==> config.mk <==
export PLATFORM = sky130hd
export DESIGN_NAME = twu_top
export DESIGN_NICKNAME = d
export VERILOG_FILES = /design/src/shared/twu_pkg.sv /design/src/shared/twu_if.sv /design/src/logic/twu_window.sv /design/src/logic/twu_top.sv
export SDC_FILE = /design/constraint.sdc
export NUM_CORES = 1
export LEC_CHECK = 0
export BUFFER_PORTS_ARGS = -buffer_cell sky130_fd_sc_hd__buf_2
export CAP_MARGIN = 20
export CORE_MARGIN = 5
export CORE_UTILIZATION = 54
export CTS_CLUSTER_DIAMETER = 30
export DETAILED_ROUTE_END_ITERATION = 12
export GPL_ROUTABILITY_DRIVEN = 0
export GPL_TIMING_DRIVEN = 0
export PLACE_DENSITY = 0.81
export SLEW_MARGIN = 10
export SYNTH_ARGS = -nofsm -noshare
export SYNTH_HDL_FRONTEND = slang
export SYNTH_SLANG_ARGS = --single-unit
==> constraint.sdc <==
create_clock -name mclk_in -period 2.2 [get_ports mclk_in]
set_input_delay 0.22 -clock mclk_in [delete_from_list [all_inputs] [get_ports mclk_in]]
set_output_delay 0.22 -clock mclk_in [all_outputs]
set_load 0.01 [all_outputs]
==> src/shared/twu_pkg.sv <==
package twu_pkg;

	// ============================================================
	// Unlock key register and key sequence
	localparam logic [7:0] TWU_KEY_ADDR    = 8'hC7;
	localparam logic [7:0] TWU_KEY_FIRST   = 8'hAA;
	localparam logic [7:0] TWU_KEY_SECOND  = 8'h55;
	localparam logic [7:0] TWU_KEY_READ    = 8'h00;

	// ============================================================
	// Protected registers
	localparam logic [7:0] TWU_WDOG_ADDR   = 8'hD8;
	localparam logic [7:0] TWU_ROMSZ_ADDR  = 8'hC2;
	localparam logic [7:0] TWU_WAIT_ADDR   = 8'hC4;
	localparam logic [7:0] TWU_PWR_ADDR    = 8'hC6;

	localparam logic [7:0] TWU_WDOG_RESET  = 8'h00;
	localparam logic [7:0] TWU_ROMSZ_RESET = 8'h00;
	localparam logic [7:0] TWU_WAIT_RESET  = 8'h00;
	localparam logic [7:0] TWU_PWR_RESET   = 8'h00;
	localparam logic [7:0] TWU_UNMAPPED    = 8'h00;

	// Field positions
	localparam int unsigned TWU_WDOG_EN_BIT   = 1;
	localparam int unsigned TWU_PWR_POR_BIT   = 0;
	localparam int unsigned TWU_PWR_FAIL_BIT  = 1;

	// ============================================================
	// Timing, counted in machine cycles
	localparam int unsigned TWU_WINDOW_MC = 3;
	localparam int unsigned TWU_MC_W      = 2;

	typedef enum logic [1:0] {
		TWU_IDLE  = 2'b00,
		TWU_ARMED = 2'b01,
		TWU_OPEN  = 2'b11
	} twu_state_e;

endpackage

==> src/shared/twu_if.sv <==
`timescale 1ns/1ns
interface twu_if;
	logic       ce;
	logic       mc_tick;
	logic       key_wr;
	logic [7:0] key_data;
	logic       window_open;
	logic       armed;

	modport ctrl (
		output ce,
		output mc_tick,
		output key_wr,
		output key_data,
		input  window_open,
		input  armed
	);

	modport seq (
		input  ce,
		input  mc_tick,
		input  key_wr,
		input  key_data,
		output window_open,
		output armed
	);
endinterface

==> src/logic/twu_window.sv <==
`timescale 1ns/1ns
module twu_window #(
	parameter int unsigned WINDOW_MC = twu_pkg::TWU_WINDOW_MC
) (
	input  wire logic mclk_in,
	input  wire logic reset_in,
	twu_if.seq        tw
);
	import twu_pkg::*;

	localparam logic [TWU_MC_W-1:0] LAST_MC = TWU_MC_W'(WINDOW_MC);

	twu_state_e          state;
	logic [TWU_MC_W-1:0] elapsed;

	// ============================================================
	// Key sequence and window timer
	// A key write wins over a machine-cycle tick in the same clock,
	// since the write belongs to the instruction that ends there.
	always_ff @(posedge mclk_in) begin
		if (reset_in) begin
			state   <= TWU_IDLE;
			elapsed <= '0;
		end else if (tw.ce) begin
			if (tw.key_wr) begin
				elapsed <= '0;
				if (tw.key_data == TWU_KEY_FIRST) begin
					state <= TWU_ARMED;
				end else if (tw.key_data == TWU_KEY_SECOND && state == TWU_ARMED) begin
					state <= TWU_OPEN;
				end else begin
					state <= TWU_IDLE;
				end
			end else if (tw.mc_tick && state != TWU_IDLE) begin
				if (elapsed == LAST_MC) begin
					state   <= TWU_IDLE;
					elapsed <= '0;
				end else begin
					elapsed <= elapsed + 1'b1;
				end
			end
		end
	end

	assign tw.window_open = (state == TWU_OPEN);
	assign tw.armed       = (state == TWU_ARMED);

endmodule

==> src/logic/twu_top.sv <==
`timescale 1ns/1ns
module twu_top #(
	parameter int unsigned WINDOW_MC = twu_pkg::TWU_WINDOW_MC
) (
	input  wire logic       mclk_in,
	input  wire logic       reset_in,
	input  wire logic       ce_in,
	input  wire logic       mc_tick_in,
	input  wire logic       sfr_wr_in,
	input  wire logic       sfr_rd_in,
	input  wire logic [7:0] sfr_addr_in,
	input  wire logic [7:0] sfr_wdata_in,
	input  wire logic       por_event_in,
	input  wire logic       pfail_event_in,
	output logic      [7:0] sfr_rdata_out,
	output logic      [7:0] watchdog_control_out,
	output logic      [7:0] rom_size_out,
	output logic      [7:0] wait_state_out,
	output logic      [7:0] power_flag_out,
	output logic            watchdog_enable_out,
	output logic            window_open_out,
	output logic            key_armed_out,
	output logic            protect_drop_out
);
	import twu_pkg::*;

	// ============================================================
	// Key sequence timer
	twu_if tw ();

	assign tw.ce       = ce_in;
	assign tw.mc_tick  = mc_tick_in;
	assign tw.key_wr   = sfr_wr_in && (sfr_addr_in == TWU_KEY_ADDR);
	assign tw.key_data = sfr_wdata_in;

	twu_window #(
		.WINDOW_MC (WINDOW_MC)
	) u_window (
		.mclk_in  (mclk_in),
		.reset_in (reset_in),
		.tw       (tw)
	);

	// ============================================================
	// Address decode
	logic hit_wdog;
	logic hit_romsz;
	logic hit_wait;
	logic hit_pwr;
	logic hit_prot;
	logic wr_prot;
	logic wr_allowed;
	logic wr_dropped;

	always_comb begin
		hit_wdog  = (sfr_addr_in == TWU_WDOG_ADDR);
		hit_romsz = (sfr_addr_in == TWU_ROMSZ_ADDR);
		hit_wait  = (sfr_addr_in == TWU_WAIT_ADDR);
		hit_pwr   = (sfr_addr_in == TWU_PWR_ADDR);
		hit_prot  = hit_wdog || hit_romsz || hit_wait || hit_pwr;
	end

	// Gate is the window as seen in the same clock as the write, so a write
	// landing on the last open cycle still counts.
	always_comb begin
		wr_prot    = sfr_wr_in && hit_prot;
		wr_allowed = wr_prot && tw.window_open;
		wr_dropped = wr_prot && !tw.window_open;
	end

	// ============================================================
	// Watchdog control
	logic [7:0] watchdog_control_reg;

	always_ff @(posedge mclk_in) begin
		if (reset_in) begin
			watchdog_control_reg <= TWU_WDOG_RESET;
		end else if (ce_in) begin
			if (wr_allowed && hit_wdog) begin
				watchdog_control_reg <= sfr_wdata_in;
			end
		end
	end

	// ============================================================
	// ROM size adjustment
	logic [7:0] rom_size_reg;

	always_ff @(posedge mclk_in) begin
		if (reset_in) begin
			rom_size_reg <= TWU_ROMSZ_RESET;
		end else if (ce_in) begin
			if (wr_allowed && hit_romsz) begin
				rom_size_reg <= sfr_wdata_in;
			end
		end
	end

	// ============================================================
	// Wait-state control
	logic [7:0] wait_state_reg;

	always_ff @(posedge mclk_in) begin
		if (reset_in) begin
			wait_state_reg <= TWU_WAIT_RESET;
		end else if (ce_in) begin
			if (wr_allowed && hit_wait) begin
				wait_state_reg <= sfr_wdata_in;
			end
		end
	end

	// ============================================================
	// Power-on and power-fail flags
	// Hardware sets the flags; software may clear or write them only through
	// the window. A set arriving with a software clear wins, so no event is lost.
	logic [7:0] power_flag_reg;
	logic [7:0] pwr_set;
	logic [7:0] pwr_next;

	always_comb begin
		pwr_set                   = '0;
		pwr_set[TWU_PWR_POR_BIT]  = por_event_in;
		pwr_set[TWU_PWR_FAIL_BIT] = pfail_event_in;
		pwr_next                  = power_flag_reg;
		if (wr_allowed && hit_pwr) begin
			pwr_next = sfr_wdata_in;
		end
		pwr_next = pwr_next | pwr_set;
	end

	always_ff @(posedge mclk_in) begin
		if (reset_in) begin
			power_flag_reg <= TWU_PWR_RESET;
		end else if (ce_in) begin
			power_flag_reg <= pwr_next;
		end
	end

	// ============================================================
	// Read port
	logic [7:0] rd_mux;

	always_comb begin
		case (sfr_addr_in)
			TWU_WDOG_ADDR:  rd_mux = watchdog_control_reg;
			TWU_ROMSZ_ADDR: rd_mux = rom_size_reg;
			TWU_WAIT_ADDR:  rd_mux = wait_state_reg;
			TWU_PWR_ADDR:   rd_mux = power_flag_reg;
			TWU_KEY_ADDR:   rd_mux = TWU_KEY_READ;
			default:        rd_mux = TWU_UNMAPPED;
		endcase
	end

	always_ff @(posedge mclk_in) begin
		if (reset_in) begin
			sfr_rdata_out <= TWU_UNMAPPED;
		end else if (ce_in) begin
			if (sfr_rd_in) begin
				sfr_rdata_out <= rd_mux;
			end
		end
	end

	// ============================================================
	// Control outputs
	// Registered copies lag the stored value by one clock; the protected
	// state itself never depends on these outputs.
	always_ff @(posedge mclk_in) begin
		if (reset_in) begin
			watchdog_control_out <= TWU_WDOG_RESET;
			rom_size_out         <= TWU_ROMSZ_RESET;
			wait_state_out       <= TWU_WAIT_RESET;
			power_flag_out       <= TWU_PWR_RESET;
			watchdog_enable_out  <= TWU_WDOG_RESET[TWU_WDOG_EN_BIT];
		end else if (ce_in) begin
			watchdog_control_out <= watchdog_control_reg;
			rom_size_out         <= rom_size_reg;
			wait_state_out       <= wait_state_reg;
			power_flag_out       <= power_flag_reg;
			watchdog_enable_out  <= watchdog_control_reg[TWU_WDOG_EN_BIT];
		end
	end

	// ============================================================
	// Window status and drop indication
	always_ff @(posedge mclk_in) begin
		if (reset_in) begin
			window_open_out  <= 1'b0;
			key_armed_out    <= 1'b0;
			protect_drop_out <= 1'b0;
		end else if (ce_in) begin
			window_open_out  <= tw.window_open;
			key_armed_out    <= tw.armed;
			protect_drop_out <= wr_dropped;
		end
	end

endmodule

==> metrics, run 1 <==
Placement Rows=28; final hold violation count=0; Inserted Clock Buffers=9; Horiz. Die Dim=87.9 microns; Post-Synthesis Cells=334; CTS tree=done; max-capacitance violation count=0; post-placement cell count=474; First-pass DRT Iterations=6; overall overflow remaining after global route=0; CTS Root Buffer Type=sky130_fd_sc_hd__clkbuf_8; cells along the critical path=nand4_1 > nor3_1 > nand3_1 > a21oi_1; setup repair after global routing missed its margin=false; final non-filler cell total=490; post-synthesis sequential area ratio=0.482; Worst Max-Slew Pin Slew=1080 ps; kind of critical path=flop to flop; CP Data Required Time=2490 ps; IO Port Bufs=65; CTS clock-pin slew for the worst setup and hold paths=80 ps; hold wc startpoint=pfail_event_in; maximum buffer depth of the clock tree=2; clock sinks=79; routed vias=2811; slowest CP cell=sky130_fd_sc_hd__nor3_1; Final Critical Period=1940 ps; dominant register cell in the synthesized netlist=sky130_fd_sc_hd__dfxtp_1; vertical die dimension=87.9 microns; die footprint=7730 sq um; Critical Path AT=2230 ps; type of the worst min-delay path=input port to flop; post-synthesis register bit count=79; kind of start point of the critical path=flop; remaining number of nets flagged by the antenna check after routing=0; latest clock arrival within the worst-skew pair=350 ps; net total in the final layout=435; async set-reset flop share out of synthesis=0; peak fanout along the critical path=8; antenna violations before repair=0; ant diodes=0; number of distinct library cell variants in the gate-level netlist after synthesis=40; DRC violations left=0; hold-fix buffer count after cts=0; violation count after the first detailed-route iteration=224; wire length of the first global-routing pass=13100 microns; pin count of the biggest net entering global routing=13; routed via count divided by cell count=5.74; number of pins exceeding their max-slew limit in the final report=0; detail-routed net length per standard cell=17.2 microns; wirelength, routed=8420 microns; area overhead of the layout relative to synthesis=19.6%; post-synth net total=359; synthesized area per cell=9.82 sq um; Max Fclk=0.514 GHz; aggregate negative setup slack=0 ps; Post-Syn Area=3280 sq um; Final setup viols=0; P per Cell Area=714 nW/um^2; result of the run=complete, no violations; Post-CTS Setup Bufs=0; slowest cell delay on critical path=810 ps; Initial Utilization=0.554; total number of yosys warnings=0; Critical R2R Launch=u_window.state[1]; category of the worst setup path capture point=flop; maximum level of the CTS H-tree=3; Worst Setup SP=u_window.state[1]; layout cell share with drive strength beyond 1=0.219; worst vdd rail ir drop=0.000473 V; Post-Route Skew=7.02 ps; total global routing track utilization=0.224; slew margin rel.=0.276; Boundary Pins=68; number of enable-type register cells in the synthesized netlist=0; Static Leak=1.73 nW; core region area=5920 sq um; ratio of final minimum period to clock period=0.884; via count of the first global-routing pass=2621; hpwl dp=6050 microns; total of cells resized after clock tree synthesis=0
## final timing paths
check	to	slack, ps	cells after the start
min	power_flag_reg[1]	110	3
min reg2reg	window_open_out	470	2
max reg2reg	watchdog_control_reg[2]	260	4
max	watchdog_control_reg[2]	260	4
## Yosys cell counts (2+ instances only)
cell type | count | share of area
sky130_fd_sc_hd__a21oi_1 | 15 | 0.023
sky130_fd_sc_hd__a22o_1 | 8 | 0.021
sky130_fd_sc_hd__a22oi_1 | 8 | 0.018
sky130_fd_sc_hd__and3b_1 | 2 | 0.0053
sky130_fd_sc_hd__and4_1 | 2 | 0.0053
sky130_fd_sc_hd__buf_1 | 6 | 0.0069
sky130_fd_sc_hd__buf_2 | 3 | 0.0046
sky130_fd_sc_hd__buf_4 | 2 | 0.0046
sky130_fd_sc_hd__buf_6 | 2 | 0.0069
sky130_fd_sc_hd__clkbuf_1 | 10 | 0.011
sky130_fd_sc_hd__dfxtp_1 | 79 | 0.48
sky130_fd_sc_hd__inv_1 | 6 | 0.0069
sky130_fd_sc_hd__mux2i_1 | 64 | 0.20
sky130_fd_sc_hd__nand2_1 | 7 | 0.0080
sky130_fd_sc_hd__nand3_1 | 17 | 0.026
sky130_fd_sc_hd__nand4_1 | 3 | 0.0057
sky130_fd_sc_hd__nor2_1 | 56 | 0.064
sky130_fd_sc_hd__nor3_1 | 4 | 0.0061
sky130_fd_sc_hd__nor4bb_1 | 2 | 0.0061
sky130_fd_sc_hd__o211ai_1 | 3 | 0.0069
sky130_fd_sc_hd__o21ai_1 | 8 | 0.012
sky130_fd_sc_hd__o22ai_1 | 8 | 0.015
sky130_fd_sc_hd__or4_1 | 2 | 0.0046
## per-layer routing
metal | global-route usage | vias to the layer above | wire length (microns)
met4 | 0.124 | 0 | 260
met1 | 0.295 | 1301 | 3700
met5 | 0 | - | 0
met2 | 0.332 | 143 | 3800
li1 | - | 1343 | -
met3 | 0.0593 | 24 | 656
## critical path, delay by kind of cell, from the launching register on
kind | cells | cell delay [ps]
and+or+nand+nor | 3 | 1240
DFF | 1 | 460
AOI/OAI and AO/OA | 1 | 180
## report_power, final
part	total (W)	internal [W]	switching, W	leakage (nW)
registers	0.00144	0.00143	0.00000307	0.637
clock network	0.00121	0.000701	0.000514	0.114
logic	0.000150	0.0000510	0.0000994	0.982
total	0.00280	0.00218	0.000617	1.73
## stage by stage
step           setup slack, ps  area [sq um]  power, W  hold slack [ps]  utilization
6_report                   256          3920   0.00280              106        0.663
5_1_grt                    131          3920   0.00289              103        0.663
4_1_cts                    312          3920   0.00281             98.6        0.663
3_5_place_dp               202          3700   0.00162              464        0.625
3_3_place_gp               227          3700   0.00162              453        0.625
2_1_floorplan              439          3280   0.00155              364            -
## placed cells by master (no fill, tap or decap), types with 11 or more instances in the layout
cell,instances
sky130_fd_sc_hd__dfxtp_1,79
sky130_fd_sc_hd__buf_2,68
sky130_fd_sc_hd__mux2i_1,64
sky130_fd_sc_hd__nor2_1,56
sky130_fd_sc_hd__nand3_1,17
sky130_fd_sc_hd__a21oi_1,15
sky130_fd_sc_hd__clkbuf_1,12
sky130_fd_sc_hd__clkbuf_8,11
## final cells by class
type	count	area, sq um
timing repair buffer	65	325
inverter	6	22.5
sequential	79	1580
clock inverter	3	65.1
fill	472	2000
tap	75	93.8
multi-input combinational	226	1560
buffer	23	113
clock buffer	13	159
## cell families (layout without fill, tap and decap cells)
group,count (synthesis),after routing,synth area share
and+or+nand+nor,106,106,0.162
DFF,79,79,0.482
muxes,64,64,0.195
AOI/OAI and AO/OA,55,55,0.115
buffers and inverters,29,110,0.0412
adders and majority gates,1,1,0.00381
Note: power is estimated with default switching activity, not from simulation.
==> run 2, diff against run 1 <==
Settings changed: CORE_UTILIZATION 54 to 45, PLACE_DENSITY 0.81 to 0.7.
==> run 2 against run 1 <==
Against the previous run:
- non-clock buffer count stayed put
- clock-buffer cell count stayed put
- combinational power hardly changed
- largest power group unchanged
- sequential cell count stayed put
- cell count is 4.9% higher
- sequential power hardly changed
- power is 3.7% lower
- critical path type unchanged
==> metrics, run 2 (synthesis results as in run 1) <==
wirelength, routed=8620 microns; Boundary Pins=68; category of the worst setup path capture point=flop; hold wc startpoint=pfail_event_in; Final Critical Period=1920 ps; number of pins exceeding their max-slew limit in the final report=0; antenna violations before repair=0; kind of start point of the critical path=flop; First-pass DRT Iterations=4; Placement Rows=31; die footprint=9090 sq um; net total in the final layout=435; aggregate negative setup slack=0 ps; Final setup viols=0; cell area after layout=3940 sq um; hpwl dp=6310 microns; Initial Utilization=0.457; Worst Setup SP=u_window.state[0]; type of the worst min-delay path=input port to flop; peak fanout along the critical path=8; vertical die dimension=95.4 microns; violation count after the first detailed-route iteration=180; slowest CP cell=sky130_fd_sc_hd__nor4_4; most frequent standard cell in the layout excluding fill and tap cells=sky130_fd_sc_hd__dfxtp_1; cell family contributing the most delay on the critical path=simple AND/OR/NAND/NOR gates; Static Leak=1.73 nW; kind of critical path=flop to flop; IO Port Bufs=65; latest clock arrival within the worst-skew pair=350 ps; Horiz. Die Dim=95.4 microns; layout cell share with drive strength beyond 1=0.222; combined buffer and inverter count along the critical path=0; Critical R2R Launch=u_window.state[0]; Critical Path AT=2130 ps; wire length of the first global-routing pass=13800 microns; Inserted Clock Buffers=9; via count of the first global-routing pass=2802; ratio of final minimum period to clock period=0.871; worst vdd rail ir drop=0.000262 V; pin count of the biggest net entering global routing=13; total global routing track utilization=0.199; routed vias=2776; max-capacitance violation count=0; Area after DPL=3730 sq um; setup repair after global routing missed its margin=false; DRC violations left=0; Post-Route Skew=4.98 ps; CTS Root Buffer Type=sky130_fd_sc_hd__clkbuf_8; slew margin rel.=0.339; clock sinks=79; Max Fclk=0.522 GHz; leading cell types in the layout, fill and taps excluded=79 x sky130_fd_sc_hd__dfxtp_1, 68 x sky130_fd_sc_hd__buf_2, 64 x sky130_fd_sc_hd__mux2i_1; P per Cell Area=685 nW/um^2; result of the run=complete, no violations; slowest cell delay on critical path=760 ps; Post-CTS Setup Bufs=0; remaining number of nets flagged by the antenna check after routing=0; core region area=7180 sq um; overall overflow remaining after global route=0; maximum level of the CTS H-tree=3; area overhead of the layout relative to synthesis=20.1%; maximum buffer depth of the clock tree=2; CTS tree=done; total of cells resized after clock tree synthesis=0; CTS clock-pin slew for the worst setup and hold paths=70 ps; final hold violation count=0; ant diodes=0; routed via count divided by cell count=5.40; hold-fix buffer count after cts=0; Worst Max-Slew Pin Slew=985 ps; CP Data Required Time=2420 ps; cells along the critical path=nand4_1 > nor4_4 > mux2i_1 > nor2_1; detail-routed net length per standard cell=16.8 microns; worst slack on hold paths=123 ps
## run 2: routing by layer
| layer | up-vias | global-route usage | wire length [microns] |
|---|---|---|---|
| met4 | 0 | 0.0817 | 172 |
| met3 | 14 | 0.0458 | 645 |
| met2 | 103 | 0.324 | 3950 |
| met5 | - | 0 | 0 |
| li1 | 1343 | - | - |
| met1 | 1316 | 0.254 | 3850 |
## run 2: final timing paths
kind | end | slack [ps] | depth (start not counted)
setup reg to reg | wait_state_reg[3] | 280 | 4
hold reg to reg | window_open_out | 470 | 2
setup / recovery | wait_state_reg[3] | 280 | 4
hold / removal | power_flag_reg[1] | 120 | 3
## run 2: power breakdown
group	internal [W]	switching (W)	total [W]	leakage (nW)
clock	0.000614	0.000495	0.00111	0.109
sequential	0.00143	0.00000309	0.00144	0.637
combinational	0.0000510	0.000102	0.000153	0.982
total	0.00210	0.000600	0.00270	1.73
## run 2: final cells by class
cell class / instances / area, sq um
multi-input combinational: 226 / 1560
buffer: 23 / 113
sequential: 79 / 1580
timing repair buffer: 65 / 325
clock inverter: 3 / 40.0
tap: 99 / 124
fill: 657 / 3240
clock buffer: 13 / 169
inverter: 6 / 22.5
## run 2: worst reg2reg max path: stages, from the launching register on
cell and delay [ps]:
sky130_fd_sc_hd__dfxtp_1 440, sky130_fd_sc_hd__nand4_1 260, sky130_fd_sc_hd__nor4_4 760, sky130_fd_sc_hd__mux2i_1 280, sky130_fd_sc_hd__nor2_1 50
## run 2: metrics by stage
step	util	power, W	std cells	setup slack [ps]
final	0.549	0.00270	514	284
after global placement	0.520	0.00162	498	221
after CTS	0.549	0.00272	514	310
after global routing	0.549	0.00280	514	174
after floorplan	-	0.00155	334	439
after detailed placement	0.520	0.00162	498	202
